File: config.mk
export PLATFORM = sky130hd
export DESIGN_NAME = increment_jump_or_literal_exec
export DESIGN_NICKNAME = d
export VERILOG_FILES = /design/src/hw/core_exec_pkg.sv /design/src/hw/increment_jump_or_literal_exec.sv
export VERILOG_INCLUDE_DIRS = /design/src /design/src/hw
export SDC_FILE = /design/constraint.sdc
export NUM_CORES = 2
export LEC_CHECK = 0
export BUFFER_PORTS_ARGS = -buffer_cell sky130_fd_sc_hd__buf_2
export CAP_MARGIN = 20
export CORE_UTILIZATION = 50
export DETAILED_ROUTE_END_ITERATION = 7
export GPL_TIMING_DRIVEN = 0
export PLACE_DENSITY_LB_ADDON = 0.12
export SLEW_MARGIN = 20
export SYNTH_ARGS = -nofsm -noshare
export SYNTH_HDL_FRONTEND = slang
export SYNTH_SLANG_ARGS = --single-unit
File: constraint.sdc
create_clock -name aclk -period 14 [get_ports aclk]
set_input_delay 1.4 -clock aclk [delete_from_list [all_inputs] [get_ports aclk]]
set_output_delay 1.4 -clock aclk [all_outputs]
set_load 0.05 [all_outputs]
File: src/hw/core_exec_defines.svh
`ifndef CORE_EXEC_DEFINES_SVH
`define CORE_EXEC_DEFINES_SVH

// instruction word layout
`define INSTR_W          14
`define PC_W             13
`define DATA_W           8
`define FILE_ADDR_W      7
`define FILE_DEPTH       128
`define DEST_BIT         7
`define JUMP_LOW_MSB     10
`define PAGE_HI_BIT      4
`define PAGE_LO_BIT      3

// opcode prefixes
`define OPC_INCREMENT    6'b00_1010
`define OPC_INC_SKIP     6'b00_1111
`define OPC_OR_IMM       6'b11_1000
`define OPC_JUMP         3'b101

// register byte offsets
`define REG_CONTROL      10'h000
`define REG_ACCUM        10'h004
`define REG_PAGE_LATCH   10'h008
`define REG_STATUS       10'h00c
`define REG_FILE_BASE    10'h200
`define CTRL_RUN_BIT     0
`define STAT_NULL_BIT    0
`define STAT_PC_LSB      16

// reset values
`define RST_ACCUM        8'h00
`define RST_PAGE         8'h00
`define RST_PC           13'h0000

// axi responses
`define RESP_OKAY        2'b00
`define RESP_SLVERR      2'b10

`endif

File: src/hw/core_exec_pkg.sv
`include "core_exec_defines.svh"

package core_exec_pkg;

  typedef enum {
    OP_NOP,
    OP_INCREMENT,
    OP_INC_SKIP,
    OP_JUMP,
    OP_OR_IMM
  } op_e;

  // program memory fetch port
  typedef struct packed {
    logic [`PC_W-1:0] addr;
  } fetch_req_s;

  typedef struct packed {
    logic [`INSTR_W-1:0] word;
  } fetch_rsp_s;

endpackage : core_exec_pkg

File: src/hw/increment_jump_or_literal_exec.sv
// The register addresses and register access over AXI4-Lite were chosen for this implementation.
`include "core_exec_defines.svh"

// How it works
// - increment opcode 00 1010 adds one to file register 0..127, updates null flag
// - target bit 0 sends result to accumulator, 1 writes it back to register
// - jump opcode 101 loads 11-bit immediate into program counter bits 10:0
// - jump copies page latch bits 4:3 into counter bits 12:11, flags untouched
// - jump takes two cycles since the already fetched word is dropped
// - increment-skip opcode 00 1111 increments, routes by target bit, flags untouched
// - zero increment-skip result drops the fetched word, a no-op runs instead
// - or-immediate opcode 11 1000 ors accumulator with 8-bit immediate
// - or-immediate result goes to accumulator and updates null flag
module increment_jump_or_literal_exec #(
  parameter int ADDR_W = 10
) (
  input  wire logic                      aclk,
  input  wire logic                      aresetn,
  output core_exec_pkg::fetch_req_s      fetch_req,
  input  wire core_exec_pkg::fetch_rsp_s fetch_rsp,
  input  wire logic [ADDR_W-1:0]         s_axi_awaddr,
  input  wire logic                      s_axi_awvalid,
  output logic                           s_axi_awready,
  input  wire logic [31:0]               s_axi_wdata,
  input  wire logic [3:0]                s_axi_wstrb,
  input  wire logic                      s_axi_wvalid,
  output logic                           s_axi_wready,
  output logic [1:0]                     s_axi_bresp,
  output logic                           s_axi_bvalid,
  input  wire logic                      s_axi_bready,
  input  wire logic [ADDR_W-1:0]         s_axi_araddr,
  input  wire logic                      s_axi_arvalid,
  output logic                           s_axi_arready,
  output logic [31:0]                    s_axi_rdata,
  output logic [1:0]                     s_axi_rresp,
  output logic                           s_axi_rvalid,
  input  wire logic                      s_axi_rready
);
  import core_exec_pkg::*;

  logic [`DATA_W-1:0]  file_mem [`FILE_DEPTH];
  logic [`DATA_W-1:0]  acc_q;
  logic [`DATA_W-1:0]  page_q;
  logic [`PC_W-1:0]    pc_q;
  logic [`INSTR_W-1:0] ir_q;
  logic                ir_valid_q;
  logic                null_q;
  logic                run_q;
  logic [ADDR_W-1:0]   awaddr_q;
  logic                aw_held_q;
  logic [31:0]         wdata_q;
  logic [3:0]          wstrb_q;
  logic                w_held_q;
  logic                bvalid_q;
  logic [1:0]          bresp_q;
  logic                rvalid_q;
  logic [31:0]         rdata_q;
  logic [1:0]          rresp_q;

  op_e                    op;
  logic [`FILE_ADDR_W-1:0] f_addr;
  logic                   to_file;
  logic [`DATA_W-1:0]     inc_res;
  logic [`DATA_W-1:0]     or_res;
  logic                   inc_zero;
  logic                   do_wr;

  // opcode prefix decode
  function automatic op_e decode_op(input logic [`INSTR_W-1:0] w);
    if (w[13:8] == `OPC_INCREMENT) return OP_INCREMENT;
    if (w[13:8] == `OPC_INC_SKIP) return OP_INC_SKIP;
    if (w[13:8] == `OPC_OR_IMM) return OP_OR_IMM;
    if (w[13:11] == `OPC_JUMP) return OP_JUMP;
    return OP_NOP;
  endfunction : decode_op

  // true when a byte address falls in the file register window
  function automatic logic is_file(input logic [ADDR_W-1:0] a);
    logic [ADDR_W:0] wide; // one spare bit so the window end does not wrap to zero
    wide = {1'b0, a};
    return (wide >= (ADDR_W+1)'(`REG_FILE_BASE)) &&
           (wide < (ADDR_W+1)'(`REG_FILE_BASE + 4 * `FILE_DEPTH));
  endfunction : is_file

  // execute stage decode and datapath
  always_comb begin
    op       = (run_q && ir_valid_q) ? decode_op(ir_q) : OP_NOP;
    f_addr   = ir_q[`FILE_ADDR_W-1:0];
    to_file  = ir_q[`DEST_BIT];
    inc_res  = file_mem[f_addr] + 8'h01;
    or_res   = acc_q | ir_q[`DATA_W-1:0];
    inc_zero = (inc_res == 8'h00);
  end

  assign fetch_req.addr = pc_q;

  // program counter
  always_ff @(posedge aclk) begin
    if (!aresetn) begin
      pc_q <= `RST_PC;
    end else if (run_q) begin
      if (op == OP_JUMP) begin
        pc_q <= {page_q[`PAGE_HI_BIT:`PAGE_LO_BIT], ir_q[`JUMP_LOW_MSB:0]};
      end else begin
        pc_q <= pc_q + 13'h0001;
      end
    end
  end

  // fetched word register, flushed on jump or taken skip
  always_ff @(posedge aclk) begin
    if (!aresetn) begin
      ir_q       <= '0;
      ir_valid_q <= 1'b0;
    end else if (run_q) begin
      ir_q <= fetch_rsp.word;
      if (op == OP_JUMP) begin
        ir_valid_q <= 1'b0;
      end else if (op == OP_INC_SKIP && inc_zero) begin
        ir_valid_q <= 1'b0;
      end else begin
        ir_valid_q <= 1'b1;
      end
    end else begin
      ir_valid_q <= 1'b0;
    end
  end

  // result null flag
  always_ff @(posedge aclk) begin
    if (!aresetn) begin
      null_q <= 1'b0;
    end else if (op == OP_INCREMENT) begin
      null_q <= inc_zero;
    end else if (op == OP_OR_IMM) begin
      null_q <= (or_res == 8'h00);
    end
  end

  assign do_wr = aw_held_q && w_held_q && !bvalid_q;

  // accumulator, core result wins over a software write
  always_ff @(posedge aclk) begin
    if (!aresetn) begin
      acc_q <= `RST_ACCUM;
    end else if ((op == OP_INCREMENT || op == OP_INC_SKIP) && !to_file) begin
      acc_q <= inc_res;
    end else if (op == OP_OR_IMM) begin
      acc_q <= or_res;
    end else if (do_wr && awaddr_q == `REG_ACCUM && wstrb_q[0]) begin
      acc_q <= wdata_q[7:0];
    end
  end

  // file registers, core result wins over a software write
  always_ff @(posedge aclk) begin
    if ((op == OP_INCREMENT || op == OP_INC_SKIP) && to_file) begin
      file_mem[f_addr] <= inc_res;
    end else if (do_wr && is_file(awaddr_q) && wstrb_q[0]) begin
      file_mem[awaddr_q[8:2]] <= wdata_q[7:0];
    end
  end

  // control and page latch registers
  always_ff @(posedge aclk) begin
    if (!aresetn) begin
      run_q  <= 1'b0;
      page_q <= `RST_PAGE;
    end else if (do_wr && wstrb_q[0]) begin
      if (awaddr_q == `REG_CONTROL) begin
        run_q <= wdata_q[`CTRL_RUN_BIT];
      end
      if (awaddr_q == `REG_PAGE_LATCH) begin
        page_q <= wdata_q[7:0];
      end
    end
  end

  // write address and data capture, either order
  always_ff @(posedge aclk) begin
    if (!aresetn) begin
      aw_held_q <= 1'b0;
      w_held_q  <= 1'b0;
      awaddr_q  <= '0;
      wdata_q   <= '0;
      wstrb_q   <= '0;
    end else begin
      if (s_axi_awvalid && s_axi_awready) begin
        aw_held_q <= 1'b1;
        awaddr_q  <= s_axi_awaddr;
      end else if (do_wr) begin
        aw_held_q <= 1'b0;
      end
      if (s_axi_wvalid && s_axi_wready) begin
        w_held_q <= 1'b1;
        wdata_q  <= s_axi_wdata;
        wstrb_q  <= s_axi_wstrb;
      end else if (do_wr) begin
        w_held_q <= 1'b0;
      end
    end
  end

  assign s_axi_awready = !aw_held_q && !bvalid_q;
  assign s_axi_wready  = !w_held_q && !bvalid_q;
  assign s_axi_bvalid  = bvalid_q;
  assign s_axi_bresp   = bresp_q;

  // write response
  always_ff @(posedge aclk) begin
    if (!aresetn) begin
      bvalid_q <= 1'b0;
      bresp_q  <= `RESP_OKAY;
    end else if (do_wr) begin
      bvalid_q <= 1'b1;
      bresp_q  <= (awaddr_q == `REG_CONTROL || awaddr_q == `REG_ACCUM ||
                   awaddr_q == `REG_PAGE_LATCH || is_file(awaddr_q)) ?
                  `RESP_OKAY : `RESP_SLVERR;
    end else if (s_axi_bready) begin
      bvalid_q <= 1'b0;
    end
  end

  assign s_axi_arready = !rvalid_q;
  assign s_axi_rvalid  = rvalid_q;
  assign s_axi_rdata   = rdata_q;
  assign s_axi_rresp   = rresp_q;

  // read channel, data registered one cycle after address
  always_ff @(posedge aclk) begin
    if (!aresetn) begin
      rvalid_q <= 1'b0;
      rdata_q  <= '0;
      rresp_q  <= `RESP_OKAY;
    end else if (s_axi_arvalid && !rvalid_q) begin
      rvalid_q <= 1'b1;
      rresp_q  <= `RESP_OKAY;
      if (s_axi_araddr == `REG_CONTROL) begin
        rdata_q <= {31'h0, run_q};
      end else if (s_axi_araddr == `REG_ACCUM) begin
        rdata_q <= {24'h0, acc_q};
      end else if (s_axi_araddr == `REG_PAGE_LATCH) begin
        rdata_q <= {24'h0, page_q};
      end else if (s_axi_araddr == `REG_STATUS) begin
        rdata_q <= {3'h0, pc_q, 15'h0, null_q};
      end else if (is_file(s_axi_araddr)) begin
        rdata_q <= {24'h0, file_mem[s_axi_araddr[8:2]]};
      end else begin
        rdata_q <= '0;
        rresp_q <= `RESP_SLVERR;
      end
    end else if (s_axi_rready) begin
      rvalid_q <= 1'b0;
    end
  end

endmodule : increment_jump_or_literal_exec

Word-level counts from Yosys, hierarchy flattened

Memory sizes are Yosys's and may differ from the RTL's. A register that Yosys moved wholly into a read port is not among the register bits.
Cells that the tools add are included.

Add/subtract/negate cells: 2
$lt $le $gt $ge: 2
Reductions and logical operators: 39
Multiplexer cells: 54
Equal/unequal tests: 13
Bitwise operators: 3

Operators with widths:

| operator                | count |
|---|---|
| $mux W32                | 7 |
| $mux W29                | 4 |
| $eq A32 B3 Y1 const B   | 2 |
| $mux W8                 | 5 |
| $eq A32 B2 Y1 const B   | 1 |
| $eq A32 B4 Y1 const B   | 1 |
| $eq A10 B4 Y1 const B   | 3 |
| $mux W1                 | 27 |
| $mux W7                 | 3 |
| $eq A10 B3 Y1 const B   | 2 |
| $ge A10 B10 Y1 const B  | 2 |
| $logic_not A10 Y1       | 2 |
| $logic_and A1 B1 Y1     | 16 |
| $logic_not A8 Y1        | 2 |
| $mux W2                 | 7 |
| $add A13 B1 Y13 const B | 1 |
| $mux W13                | 1 |
| $eq A6 B4 Y1 const B    | 2 |
| $reduce_bool A2 Y1      | 5 |
| $add A8 B1 Y8 const B   | 1 |
| $or A8 B8 Y8            | 1 |
| $reduce_or A8 Y1        | 1 |
| $eq A6 B6 Y1 const B    | 1 |
| $logic_not A1 Y1        | 5 |
| 6 further kinds         | 11 |

Memories: 1
Register bits after elaboration: 105
Word-level logic and storage cells: 131
Output and inout port bits: 54
Memory bits (writable): 1,024

Memories:

| memory   | depth | bits a word | rd ports | clocked after memory_dff | wr ports | RTL line                             | text |
|---|---|---|---|---|---|---|---|
| file_mem | 128   | 8           | 2        | 1                        | 1        | increment_jump_or_literal_exec.sv:41 | `` logic [`DATA_W-1:0] file_mem [`FILE_DEPTH]; `` |

Logic depth before layout (Yosys ltp)

Word-level depth: 20
Depth in mapped cells: 16
Depth with buffers taken out: 11

Worst setup path before layout

Ideal clock, no wire load.

Kind: register to register
From: register with a tool-made name
To: memory file_mem[0][6] (netlist bit) (data pin)
Slack: 4,480 ps
Data arrival time: 8,293 ps
Period minus slack after synthesis: 9,520 ps
Setup time: 1,227 ps
Data required time: 12,773 ps
Cell stages (with the launch flop): 15
Cell sequence: dfxtp_1 > buf_4 > buf_6 > buf_6 > buf_4 > buf_6 > buf_2 > buf_6 > mux4_2 > a21oi_1 > a31oi_1 > a211oi_2 > nand3_1 > o21a_1 > o31ai_1

RTL lines:

| what          | RTL line |
|---|---|
| end, declared | increment_jump_or_literal_exec.sv:41 |

==> results.yml <==
pwr:
  p_seq_frac: 0.504
  p_int_uw: 5560
  leakage_uw: 0.0189
  p_sw_frac: 0.227
  combPwrFrac: 0.054
  power_density_mw_per_mm2: 119
  ir_drop_mv: 0.143
  p_total_uw: 7190
  p_clk_frac: 0.442
  p_switching_uw: 1630
sta:
  rsz0062_at_grt: "no"
  fmax_mhz: 129
  setup_viol: 0
  maxSlewHeadroom: 0.0840
  hold_violations: 0
  final_max_slew_viol_count: 0
  period_share: 0.552
  setup_tns_ns: 0
  worst_pin_slew_ns: 1.37
  clock_skew_ns: 0.0450
  fin_ws_ns: 6.27
  fin_crit_ns: 7.73
floorplan:
  coreArea_sq_mm: 0.104
  pin_count: 131
  fp-row-count: 118
  start_util: 0.506
  die_height_um: 326
  die_w_um: 326
  die_area_sq_mm: 0.106
grt:
  grt_max_degree: 129
  grt_antenna_before_repair: 16
  grt_first_pass_wirelength_mm: 306
  overflow: 0
  grt_use_total: 0.442
  grt_pass1_vias: 33300
synthesis:
  syn_avg_cell_area_sq_um: 18.5
  syn_inst: 2850
  synth_enable_flop_cells: 1024
  yosysWarningCount: 0
  synth_seq_area_share: 0.622
  synth-seq-cells: 1123
  ys.flop_type: "edfxtp_1"
  syn_area_sq_mm: 0.0526
  yosysUniqueCellTypes: 69
  async_flop_share: 0
final_layout:
  final_common_cell: "edfxtp_1"
  multiInputGateArea_sq_mm: 0.0192
  layout-drive-gt1-share: 0.376
  final_cell_mix: "1,024 x edfxtp_1, 602 x mux4_2, 156 x nand2_1, 147 x buf_2, 126 x nor2_1"
  area_growth_pct: 14.9
  fillers: 7789
  final_nets: 3216
  stdcell_count: 4625
  utilization: 0.582
  seqCellArea_sq_mm: 0.0327
clocking:
  clkTransAtPathRegs_ns: 0.07
  clock-sinks: 1123
  clock_latency_ns: 0.76
  cts_resized: 0
  clockRootBuffer: "clkbuf_16"
  cts_buffers: 118
  cts_tree: "yes"
  post-cts-setup-buffer-count: 0
  h-tree-depth: 3
  clk_path_buf_depth: 3
  cts_hold_buf: 0
hold_path:
  hp-class: "reg2reg"
  hold_depth: 2
  min_to: "s_axi_rdata[3]"
  hold_start: "s_axi_rdata[3]"
worst_setup_path:
  cp.required_ns: 14.56
  endpoint_kind: "flip-flop"
  r2r_slack_ns: 6.27
  cp-start-kind: "flip-flop"
  cp.arrival_ns: 8.29
  r2r_cells: 17
  reg2reg_to: "file_mem[84][6]"
  worst-setup-path-type: "reg2reg"
  path_max_fanout: 27
routing:
  wl_per_cell_um: 50.5
  postRouteAntennaNets: 0
  vias: 35600
  drc: 0
  drt_iter0_drc: 7322
  viasPerCell: 7.70
  firstDrtPassIters: 8
  wl_mm: 233
placed_design:
  dp_hpwl_mm: 164
  portBuffers: 83
  place.gp.congestion: 1.07
  dp_cells: 4394
  preCtsSetupSlack_ns: 6.73
outcome:
  status: "finished, final reports clean"
run:
  cap_violations: 0
## worst max-delay path by stage
stage,from,end,cells past startpoint
detailed placement,flip-flop,file_mem[77][6],17
global route,flip-flop,file_mem[84][6],17
finish,flip-flop,file_mem[84][6],17
floorplan,flip-flop,file_mem[0][6],14
CTS,flip-flop,file_mem[79][6],17
global placement,flip-flop,file_mem[78][6],11
## cells in the mapped netlist (14+ instances only)
library cell     n  area [sq um]
a22oi_1         27           203
nor2_1         219           822
mux2i_1         90           901
o221ai_1        18           158
o21ai_0         41           205
buf_1           38           143
clkbuf_1       111           417
buf_6           15           169
dfxtp_1         99          1980
nand3_1         32           160
o21a_1          14           105
edfxtp_1      1024         30700
mux2_2          20           225
nor3_1          16          80.1
mux4_2         602         13600
a21oi_1         68           340
nand2_1        156           586
buf_2           34           170
buf_4           23           173
## stage by stage
step | hold WS, ns | area, sq um
global placement | 0.447 | 54800
CTS | 0.468 | 60400
finish | 0.474 | 60500
global route | 0.484 | 60400
detailed placement | 0.460 | 56600
floorplan | 0.436 | 52600
## worst max-delay path: stages, from the launching register on
cell	delay, ns
dfxtp_1	0.31
buf_2	0.17
buf_4	0.35
buf_2	0.58
buf_2	0.61
buf_2	0.84
buf_4	0.48
mux4_2	0.34
mux2i_1	0.17
o2111ai_1	0.29
o22ai_1	0.21
a211oi_2	0.82
nand3_1	0.31
o21a_1	0.31
o31ai_4	0.76
buf_6	0.30
buf_6	0.25
buf_6	0.24
## per-layer routing
metal | up-vias | global-route usage | part of all wire
met2 | 3533 | 0.612 | 0.42
met3 | 811 | 0.206 | 0.16
met4 | 18 | 0.271 | 0.077
met5 | - | 0.00577 | 0.00073
met1 | 18600 | 0.565 | 0.34
li1 | 12600 | - | -
## kinds of logic (layout without fill, tap and decap cells)
| family | Yosys count | after routing | synth area share |
|---|---|---|---|
| adder cells (fa/ha/maj) | 3 | 3 | 0.000714 |
| flip-flops | 1123 | 1123 | 0.622 |
| AND/OR/NAND/NOR | 507 | 507 | 0.0419 |
| multiplexers | 713 | 713 | 0.279 |
| XOR/XNOR | 4 | 4 | 0.000666 |
| other | 1 | 26 | 0.0000713 |
| buffers and inverters | 237 | 607 | 0.0215 |
| AO/OA/AOI/OAI | 262 | 262 | 0.0334 |
## power by group through the flow
stage               logic [uW]  registers [uW]  clock network [uW]
floorplan                  193            3700                   0
global placement           354            3690                   0
CTS                        368            3620                3160
finish                     391            3620                3180
global route               387            3620                3270
detailed placement         367            3690                   0
## sequential cells by signal, indices dropped and copies added (netlist names), named ones only
signal	count
acc_q	8
aw_held_q	1
awaddr_q	10
fetch_req	13
file_mem	1024
ir_q	14
ir_valid_q	1
null_q	1
page_q	8
run_q	1
s_axi_bresp	1
s_axi_bvalid	1
s_axi_rdata	21
s_axi_rresp	1
s_axi_rvalid	1
w_held_q	1
wdata_q	8
wstrb_q	1
## final cells by class
cell class | count | share of cell area
repair buffers | 154 | 0.0295
diodes | 13 | 0.000538
multi-input cells | 1502 | 0.317
clock buffers | 145 | 0.0517
plain buffers | 221 | 0.0194
well taps | 1380 | 0.0286
inverters | 16 | 0.000993
clock inverters | 71 | 0.0110
flip-flops and latches | 1123 | 0.541
Power figures use the tool's default switching activity.
